## src/hw/rps_pkg.sv

```systemverilog
// package: constants, states and carrier structs for the rail power sequencer
package rps_pkg;

    localparam int unsigned CLK_MHZ         = 100;
    // times in microseconds, as printed
    localparam int unsigned STARTUP_US      = 300;
    localparam int unsigned BUCK_RISE_US    = 320;
    localparam int unsigned BOOST_RISE_US   = 640;
    localparam int unsigned STG_US          = 100;    // short-to-ground detection time, plain default
    localparam int unsigned RESET_RELEASE_DELAY_SEL_UNIT_US  = 100;    // reset delay step per code, plain default

    localparam int unsigned STARTUP_CYC     = STARTUP_US * CLK_MHZ;
    localparam int unsigned BUCK_RISE_CYC   = BUCK_RISE_US * CLK_MHZ;
    localparam int unsigned BOOST_RISE_CYC  = BOOST_RISE_US * CLK_MHZ;
    localparam int unsigned STG_CYC         = STG_US * CLK_MHZ;
    localparam int unsigned RESET_RELEASE_DELAY_SEL_UNIT_CYC = RESET_RELEASE_DELAY_SEL_UNIT_US * CLK_MHZ;

    localparam int unsigned TMR_W  = 24;
    localparam int unsigned DEL_W  = 2;
    localparam int unsigned N_RAIL = 5;

    // rail index positions in all per-rail vectors
    localparam int unsigned IDX_PRE   = 0;
    localparam int unsigned IDX_PBUCK = 1;
    localparam int unsigned IDX_BOOST = 2;
    localparam int unsigned IDX_CHA   = 3;
    localparam int unsigned IDX_CHB   = 4;

    typedef logic [N_RAIL-1:0] rps_rails_t;

    // per-rail monitor comparator levels
    typedef struct packed {
        rps_rails_t above_uv;
        rps_rails_t above_ov;
    } rps_mon_s;

    // per-rail enables and fault events
    typedef struct packed {
        rps_rails_t en;
        rps_rails_t uv_evt;
        rps_rails_t ov_evt;
        rps_rails_t stg_evt;
    } rps_out_s;

    typedef enum logic [5:0] {
        ST_IDLE    = 6'h01,
        ST_STARTUP = 6'h02,
        ST_PRE     = 6'h04,
        ST_POST    = 6'h08,
        ST_EXT     = 6'h10,
        ST_FAULT   = 6'h20
    } rps_state_e;

endpackage

```

## src/hw/rps_sequencer.sv

```systemverilog
// module: three-stage rail power sequencer with mcu reset release
// Overview of operation
// (RULE1) stages: pre buck, then post buck and boost, then external enables
// (RULE2) next rail enabled only when previous rail lies within uv and ov band
// (RULE3) sequence reruns whenever rails are enabled or disabled, e.g. entering active
// (RULE4) rails flagged unused are skipped, the following stage proceeds
// (RULE5) advance needs rail above uv threshold and rise time elapsed
// (RULE6) rise times 320 us per buck rail, 640 us for boost rail
// (RULE7) start-up interval of 300 us before sequencing starts
// (RULE8) uv monitor armed on enable, reported only after first threshold crossing
// (RULE9) short-to-ground time is sequencing timeout, late rail raises fault event
// (RULE10) on timeout either go to fault state or keep sequencing, per config
// (RULE11) ov monitoring active immediately when rail is enabled
// (RULE12) mcu reset released after mcu supply in band for selected delay
// (RULE13) external regulator on channel a must rise faster than its timeout
// (RULE14) middle stage rails enabled together, both must qualify before next
`timescale 1ns/1ps
module rps_sequencer (
    input  wire logic                    mclk_i,
    input  wire logic                    reset_n_i,
    input  wire logic                    active_i,
    input  wire rps_pkg::rps_rails_t     rail_req_i,
    input  wire rps_pkg::rps_rails_t     rail_unused_i,
    input  wire rps_pkg::rps_mon_s       mon_i,
    input  wire logic                    mcu_supply_ok_i,
    input  wire logic [rps_pkg::DEL_W-1:0] reset_release_delay_sel_i,
    input  wire logic                    stg_to_fault_i,
    output rps_pkg::rps_out_s            rail_o,
    output logic                         mcu_reset_out_n_o,
    output logic                         seq_done_o,
    output logic                         fault_o
);
    import rps_pkg::*;

    // active, monitor and mcu supply inputs pass two flops before use
    logic       act_s1_ff, act_s2_ff;
    rps_mon_s   mon_s1_ff, mon_s2_ff;
    logic       sup_s1_ff, sup_s2_ff;

    always_ff @(posedge mclk_i) begin
        if (!reset_n_i) begin
            act_s1_ff <= 1'b0;
            act_s2_ff <= 1'b0;
            mon_s1_ff <= '0;
            mon_s2_ff <= '0;
            sup_s1_ff <= 1'b0;
            sup_s2_ff <= 1'b0;
        end else begin
            act_s1_ff <= active_i;
            act_s2_ff <= act_s1_ff;
            mon_s1_ff <= mon_i;
            mon_s2_ff <= mon_s1_ff;
            sup_s1_ff <= mcu_supply_ok_i;
            sup_s2_ff <= sup_s1_ff;
        end
    end

    rps_state_e       state_ff, nxt_state;
    rps_rails_t       en_ff, nxt_en;
    rps_rails_t       req_ff;
    logic [TMR_W-1:0] st_tmr_ff, nxt_st_tmr;
    rps_rails_t       ok, uv_evt, ov_evt, stg_evt, want;
    logic             req_chg;

    // a disabled rail must not count as ready unless skipped as unused or not requested
    assign want    = act_s2_ff ? (rail_req_i & ~rail_unused_i) : '0;
    assign req_chg = (want != req_ff);

    localparam logic [TMR_W-1:0] RISE_TAB [N_RAIL] = '{
        TMR_W'(BUCK_RISE_CYC), TMR_W'(BUCK_RISE_CYC), TMR_W'(BOOST_RISE_CYC), '0, '0
    };

    // (RULE6) rise time per rail
    genvar gi;
    generate
        for (gi = 0; gi < N_RAIL; gi++) begin : g_mon
            rps_rail_mon #(
                .RISE_CYC (RISE_TAB[gi])
            ) u_mon (
                .mclk_i     (mclk_i),
                .reset_n_i  (reset_n_i),
                .en_i       (en_ff[gi]),
                .above_uv_i (mon_s2_ff.above_uv[gi]),
                .above_ov_i (mon_s2_ff.above_ov[gi]),
                .ok_o       (ok[gi]),
                .uv_evt_o   (uv_evt[gi]),
                .ov_evt_o   (ov_evt[gi]),
                .stg_evt_o  (stg_evt[gi])
            );
        end
    endgenerate

    // (RULE4) skipped rails count as qualified
    logic pre_done, post_done;
    assign pre_done  = ok[IDX_PRE] || !want[IDX_PRE];
    assign post_done = (ok[IDX_PBUCK] || !want[IDX_PBUCK]) && (ok[IDX_BOOST] || !want[IDX_BOOST]);

    always_comb begin
        nxt_state  = state_ff;
        nxt_en     = en_ff;
        nxt_st_tmr = st_tmr_ff;
        unique case (state_ff)
            ST_IDLE: begin
                nxt_en = '0;
                // (RULE3) sequence starts on activation
                if (|want) begin
                    nxt_state  = ST_STARTUP;
                    nxt_st_tmr = '0;
                end
            end
            ST_STARTUP: begin
                nxt_st_tmr = st_tmr_ff + 1'b1;
                // (RULE7) start-up wait
                if (st_tmr_ff >= TMR_W'(STARTUP_CYC - 1)) begin
                    nxt_state = ST_PRE;
                end
            end
            ST_PRE: begin
                // (RULE1) first stage
                nxt_en[IDX_PRE] = want[IDX_PRE];
                // (RULE2) band gated advance
                if (en_ff[IDX_PRE] == want[IDX_PRE] && pre_done) begin
                    nxt_state = ST_POST;
                end
            end
            ST_POST: begin
                // (RULE14) middle pair together
                nxt_en[IDX_PBUCK] = want[IDX_PBUCK];
                nxt_en[IDX_BOOST] = want[IDX_BOOST];
                if (en_ff[IDX_BOOST:IDX_PBUCK] == want[IDX_BOOST:IDX_PBUCK] && post_done) begin
                    nxt_state = ST_EXT;
                end
            end
            ST_EXT: begin
                nxt_en[IDX_CHA] = want[IDX_CHA];
                nxt_en[IDX_CHB] = want[IDX_CHB];
            end
            ST_FAULT: begin
                nxt_en = '0;
                if (!act_s2_ff) begin
                    nxt_state = ST_IDLE;
                end
            end
        endcase
        // (RULE3) rerun on an enable change in the pre, post or ext stage
        // a change during start-up must not cut the start-up wait short
        if (state_ff != ST_FAULT && state_ff != ST_IDLE && state_ff != ST_STARTUP && req_chg) begin
            nxt_state = ST_PRE;
            nxt_en    = en_ff & want;
        end
        if (state_ff != ST_FAULT && state_ff != ST_IDLE && !act_s2_ff) begin
            nxt_state = ST_IDLE;
            nxt_en    = '0;
        end
        // (RULE10) configured timeout response
        if (stg_to_fault_i && (|stg_evt)) begin
            nxt_state = ST_FAULT;
            nxt_en    = '0;
        end
    end

    always_ff @(posedge mclk_i) begin
        if (!reset_n_i) begin
            state_ff  <= ST_IDLE;
            en_ff     <= '0;
            st_tmr_ff <= '0;
            req_ff    <= '0;
        end else begin
            state_ff  <= nxt_state;
            en_ff     <= nxt_en;
            st_tmr_ff <= nxt_st_tmr;
            req_ff    <= want;
        end
    end

    // reset release delay and registered outputs
    logic [TMR_W+DEL_W:0] rst_tmr_ff, nxt_rst_tmr;
    logic [TMR_W+DEL_W:0] rst_lim;
    logic                 rot_ff, nxt_rot;
    rps_out_s             out_ff, nxt_out;
    logic                 done_ff, fault_ff;

    assign rst_lim = (TMR_W + DEL_W + 1)'(RESET_RELEASE_DELAY_SEL_UNIT_CYC) * ({1'b0, reset_release_delay_sel_i} + 1'b1);

    always_comb begin
        nxt_rst_tmr = '0;
        nxt_rot     = 1'b0;
        // (RULE12) supply must hold in band for the delay
        if (sup_s2_ff && state_ff != ST_FAULT) begin
            nxt_rst_tmr = rst_tmr_ff;
            if (rst_tmr_ff >= rst_lim - 1'b1) begin
                nxt_rot = 1'b1;
            end else begin
                nxt_rst_tmr = rst_tmr_ff + 1'b1;
            end
        end
        nxt_out.en      = nxt_en;
        nxt_out.uv_evt  = uv_evt;
        nxt_out.ov_evt  = ov_evt;
        nxt_out.stg_evt = stg_evt;
    end

    always_ff @(posedge mclk_i) begin
        if (!reset_n_i) begin
            rst_tmr_ff <= '0;
            rot_ff     <= 1'b0;
            out_ff     <= '0;
            done_ff    <= 1'b0;
            fault_ff   <= 1'b0;
        end else begin
            rst_tmr_ff <= nxt_rst_tmr;
            rot_ff     <= nxt_rot;
            out_ff     <= nxt_out;
            done_ff    <= (nxt_state == ST_EXT);
            fault_ff   <= (nxt_state == ST_FAULT);
        end
    end

    assign rail_o            = out_ff;
    assign mcu_reset_out_n_o = rot_ff;
    assign seq_done_o        = done_ff;
    assign fault_o           = fault_ff;
endmodule

```

## src/hw/rps_rail_mon.sv

```systemverilog
// module: per-rail uv/ov/short-to-ground monitor with rise-time timer
`timescale 1ns/1ps
module rps_rail_mon #(
    parameter logic [rps_pkg::TMR_W-1:0] RISE_CYC = '0
) (
    input  wire logic mclk_i,
    input  wire logic reset_n_i,
    input  wire logic en_i,
    input  wire logic above_uv_i,
    input  wire logic above_ov_i,
    output logic      ok_o,
    output logic      uv_evt_o,
    output logic      ov_evt_o,
    output logic      stg_evt_o
);
    import rps_pkg::*;

    logic [TMR_W-1:0] tmr_ff, nxt_tmr;
    logic             crossed_ff, nxt_crossed;
    logic             stg_done_ff, nxt_stg_done;
    logic             uv_ff, nxt_uv;
    logic             ov_ff, nxt_ov;
    logic             stg_ff, nxt_stg;
    logic             in_band;

    assign in_band = above_uv_i && !above_ov_i;

    always_comb begin
        nxt_tmr      = tmr_ff;
        nxt_crossed  = crossed_ff;
        nxt_stg_done = stg_done_ff;
        nxt_uv       = 1'b0;
        nxt_ov       = 1'b0;
        nxt_stg      = 1'b0;
        if (!en_i) begin
            nxt_tmr      = '0;
            nxt_crossed  = 1'b0;
            nxt_stg_done = 1'b0;
        end else begin
            if (tmr_ff != {TMR_W{1'b1}}) begin
                nxt_tmr = tmr_ff + 1'b1;
            end
            // (RULE8) uv reported after first crossing
            if (above_uv_i) begin
                nxt_crossed = 1'b1;
            end
            nxt_uv = crossed_ff && !above_uv_i;
            // (RULE11) ov watched from enable
            nxt_ov = above_ov_i;
            // (RULE9) late rail times out
            if (!crossed_ff && !stg_done_ff && tmr_ff >= TMR_W'(STG_CYC)) begin
                nxt_stg      = 1'b1;
                nxt_stg_done = 1'b1;
            end
        end
    end

    always_ff @(posedge mclk_i) begin
        if (!reset_n_i) begin
            tmr_ff      <= '0;
            crossed_ff  <= 1'b0;
            stg_done_ff <= 1'b0;
            uv_ff       <= 1'b0;
            ov_ff       <= 1'b0;
            stg_ff      <= 1'b0;
        end else begin
            tmr_ff      <= nxt_tmr;
            crossed_ff  <= nxt_crossed;
            stg_done_ff <= nxt_stg_done;
            uv_ff       <= nxt_uv;
            ov_ff       <= nxt_ov;
            stg_ff      <= nxt_stg;
        end
    end

    // (RULE5) in band and rise time both needed
    assign ok_o      = en_i && in_band && (tmr_ff >= RISE_CYC);
    assign uv_evt_o  = uv_ff;
    assign ov_evt_o  = ov_ff;
    assign stg_evt_o = stg_ff;
endmodule

```

## config.mk

```make
export PLATFORM = sky130hd
export DESIGN_NAME = rps_sequencer
export DESIGN_NICKNAME = d
export VERILOG_FILES = /design/src/hw/rps_pkg.sv /design/src/hw/rps_sequencer.sv /design/src/hw/rps_rail_mon.sv
export SDC_FILE = /design/constraint.sdc
export NUM_CORES = 1
export LEC_CHECK = 0
export BUFFER_PORTS_ARGS = -buffer_cell sky130_fd_sc_hd__buf_2
export CELL_PAD_IN_SITES_DETAIL_PLACEMENT = 2
export CELL_PAD_IN_SITES_GLOBAL_PLACEMENT = 2
export CORE_ASPECT_RATIO = 0.75
export CORE_MARGIN = 2
export CORE_UTILIZATION = 35
export CTS_CLUSTER_SIZE = 40
export DETAILED_ROUTE_END_ITERATION = 6
export PLACE_DENSITY = 0.78
export SLEW_MARGIN = 10
export SYNTH_ARGS = -nofsm -noshare
export SYNTH_HDL_FRONTEND = slang
export SYNTH_SLANG_ARGS = --single-unit
```

## constraint.sdc

```tcl
create_clock -name mclk_i -period 3.1 [get_ports mclk_i]
set_input_delay 0.465 -clock mclk_i [delete_from_list [all_inputs] [get_ports mclk_i]]
set_output_delay 0.465 -clock mclk_i [all_outputs]
set_load 0.01 [all_outputs]
```

==> results.json <==
{
  "status": "complete, no violations",
  "p_int_w": 0.00577,
  "path_class": "in2reg",
  "min_from": "mon_i[3]",
  "tightest_slew_ns": 1.05,
  "drc": 0,
  "cts_buffers": 28,
  "first_pass_iters": 4,
  "coreArea_sq_um": 32600,
  "yosys.area.top_type_share": 0.435,
  "fp.dieW_um": 215,
  "r2r_end": "rst_tmr_ff[20]",
  "grt_pass1_vias": 10800,
  "clock_power_share": 0.481,
  "crit_fanout": 14,
  "drv_slew": 0,
  "whs_endpoint": "mon_s1_ff[3]",
  "dp_hpwl_um": 23600,
  "hold_path.class": "in2reg",
  "pwr-share-comb": 0.078,
  "clock_sinks": 254,
  "grt-ovfl-total": 0,
  "reg2reg_slack_ns": 0.32,
  "ant_nets": 0,
  "hold_violations": 0,
  "cts_hold_buf": 0,
  "syn_area_sq_um": 11700,
  "synth-seq-area-share": 0.435,
  "antenna_found_initial": 1,
  "worstHoldPathCells": 2,
  "post-route-period-util": 0.944,
  "ff2ff_path_depth": 8,
  "worst_slack_ns": 0.175,
  "syn_area_per_cell_sq_um": 8.59,
  "ys_warn_count": 0,
  "cts_htree_levels": 1,
  "wire_per_inst_um": 17.8,
  "slew_headroom": 0.290,
  "worst_ep_arrival_time_ns": 3.34,
  "setup_violations": 0,
  "synthToLayoutAreaGrowth_pct": 16.3,
  "final.min_clock_period_ns": 2.93,
  "synth_ff_type": "dfxtp_1",
  "final_cell_count_no_fill": 1891,
  "hold_ws_ns": 0.102,
  "synth_area_leaders": "dfxtp_1 44%, nor2_1 6.5%, xor2_1 4.3%",
  "netlist-cell-type-count": 73,
  "drive_above_1_share": 0.106,
  "viasPerCell": 5.27,
  "place_inst": 1841,
  "ioPinCount": 50,
  "r2r-start": "rst_tmr_ff[24]",
  "finalClockSkew_ns": 0.0282,
  "cts_tree": "done",
  "grt_pass1_wl_um": 56600,
  "die_h_um": 162,
  "nets": 1493,
  "wl_um": 33700,
  "rows": 57,
  "synth_top_area_cell": "dfxtp_1",
  "seqPwrFrac": 0.440,
  "ys_ff_latch": 254,
  "gp_congestion": 0.785,
  "power_density_nw_per_um2": 564,
  "max_freq_ghz": 0.342,
  "cp-end-kind": "flop",
  "peakVddDrop_v": 0.000388,
  "synth_edf_count": 0,
  "dieArea_sq_um": 34900,
  "cts_buffer_depth": 3,
  "clock-root-buffer": "clkbuf_16",
  "p_sw_w": 0.00189,
  "swShare": 0.247,
  "maxCapViolations": 0,
  "cp-start-kind": "primary input",
  "p_leak_nw": 4.81,
  "netlist_instances": 1360,
  "async_reset_ff_frac": 0,
  "clkSlewWorstSetupHoldPaths_ns": 0.06,
  "clock_latency_ns": 0.57,
  "numPortBuffers": 49,
  "pre_cts_slack_ns": -0.455,
  "drt-initial-drc-count": 383,
  "post_dp_cell_area_sq_um": 12600,
  "total_power_w": 0.00766,
  "start_util": 0.358,
  "cp_data_required_time_ns": 3.52,
  "grt_use_total": 0.195,
  "grt_start_max_net_pins": 30,
  "via_count": 9966,
  "stdcell_area_sq_um": 13600
}
## synthesized netlist by cell type (12+ instances only)
cell        n
o211ai_1   14
and2_1     55
nor3_1     32
inv_1      33
o21a_1     12
ha_1       37
o21ai_0    36
and3_1     36
a21oi_1    57
xor2_1     58
nor2_1    201
nand3_1    78
nand4_1    34
nand2_1    91
dfxtp_1   254
and4_1     18
clkbuf_1   35
or4_1      22
or3_1      29
xnor2_1    56
o21ai_1    20
nor4_1     26
## critical path: stages
cell	delay, ns
buf_2	0.12
clkinvlp_4	0.12
ha_2	0.19
inv_2	0.04
ha_2	0.17
o21ai_1	0.10
o21ai_1	0.09
xnor2_1	0.14
ha_1	0.30
nand4_1	0.08
or3_1	0.32
or3_1	0.31
o22a_1	0.22
a21oi_4	0.23
buf_4	0.23
or4_1	0.14
a21oi_1	0.06
## repair_timing
| item | 4_1_cts | 5_1_grt |
|---|---|---|
| gates resized for setup | 0 | 1 |
| hold endpoints to repair | 0 | 0 |
| endpoints found under the setup margin | 0 | 7 |
| buffers inserted | 0 | 0 |
## logic make-up after synthesis
| family | Yosys count | share of synthesized area |
|---|---|---|
| compound gates | 190 | 0.102 |
| xor+xnor | 114 | 0.0855 |
| buf+inv | 82 | 0.0316 |
| fa+ha+maj | 38 | 0.0405 |
| other cells | 1 | 0.000321 |
| mux | 5 | 0.00439 |
| simple gates | 676 | 0.300 |
| flops | 254 | 0.435 |
## state kept, by name (all words and copies together) (netlist names), 6 cells and up
| name | cells |
|---|---|
| g_mon.u_mon.tmr_ff | 120 |
| mon_s1_ff | 10 |
| mon_s2_ff | 10 |
| rail_o | 20 |
| rst_tmr_ff | 27 |
| st_tmr_ff | 24 |
| state_ff | 6 |
## metal layers
layer  global-route usage  part of all wire
met3               0.0270             0.025
met5                    0                 0
met1                0.261              0.48
met2                0.333              0.47
met4               0.0492             0.024
## through the flow
stage                     setup TNS [ns]  utilization
after floorplan                   -0.474            -
after global placement             -6.06        0.386
after detailed placement           -9.71        0.386
after CTS                              0        0.417
after global routing             -0.0103        0.417
final                                  0        0.417
## how the worst max path moves through the flow
stage / from / end
floorplan: reset_release_delay_sel_i[0] / rst_tmr_ff[1]
global placement: reset_release_delay_sel_i[0] / rst_tmr_ff[13]
detailed placement: reset_release_delay_sel_i[0] / rst_tmr_ff[20]
CTS: reset_release_delay_sel_i[0] / rst_tmr_ff[20]
global route: reset_release_delay_sel_i[0] / rst_tmr_ff[20]
finish: reset_release_delay_sel_i[0] / rst_tmr_ff[20]
## cells in the final DEF (no fill, tap or decap), types with 7 or more instances in the layout
master	Yosys	layout
dfxtp_1	254	254
nor2_1	201	201
nand2_1	91	91
nand3_1	78	78
xor2_1	58	58
a21oi_1	57	57
xnor2_1	56	56
and2_1	55	55
buf_2	4	49
and3_1	36	36
o21ai_0	36	34
nand4_1	34	34
buf_4	6	34
ha_1	37	33
inv_1	33	31
or3_1	29	29
nor3_1	32	28
clkbuf_16	0	28
nor4_1	26	26
o21ai_1	20	22
or4_1	22	22
and4_1	18	18
o211ai_1	14	14
o21a_1	12	12
nor3b_1	11	11
o31ai_1	9	9
nand2b_1	8	8
nand3b_1	7	7
a31oi_1	7	7
## final cells by class
class	count	area [sq um]
fill	3601	19000
multi-input combinational	1028	6290
sequential	254	5080
clock buffer	37	774
tap	442	553
timing repair buffer	84	520
clock inverter	12	235
inverter	33	128
antenna	1	2.50
## power groups by stage
stage	sequential, W	clock [W]	combinational (W)
5_1_grt	0.00338	0.00394	0.000667
3_3_place_gp	0.00344	0	0.000562
2_1_floorplan	0.00341	0	0.000414
4_1_cts	0.00337	0.00379	0.000604
6_report	0.00338	0.00369	0.000598
3_5_place_dp	0.00345	0	0.000581
(Power assumes the default switching activity.)
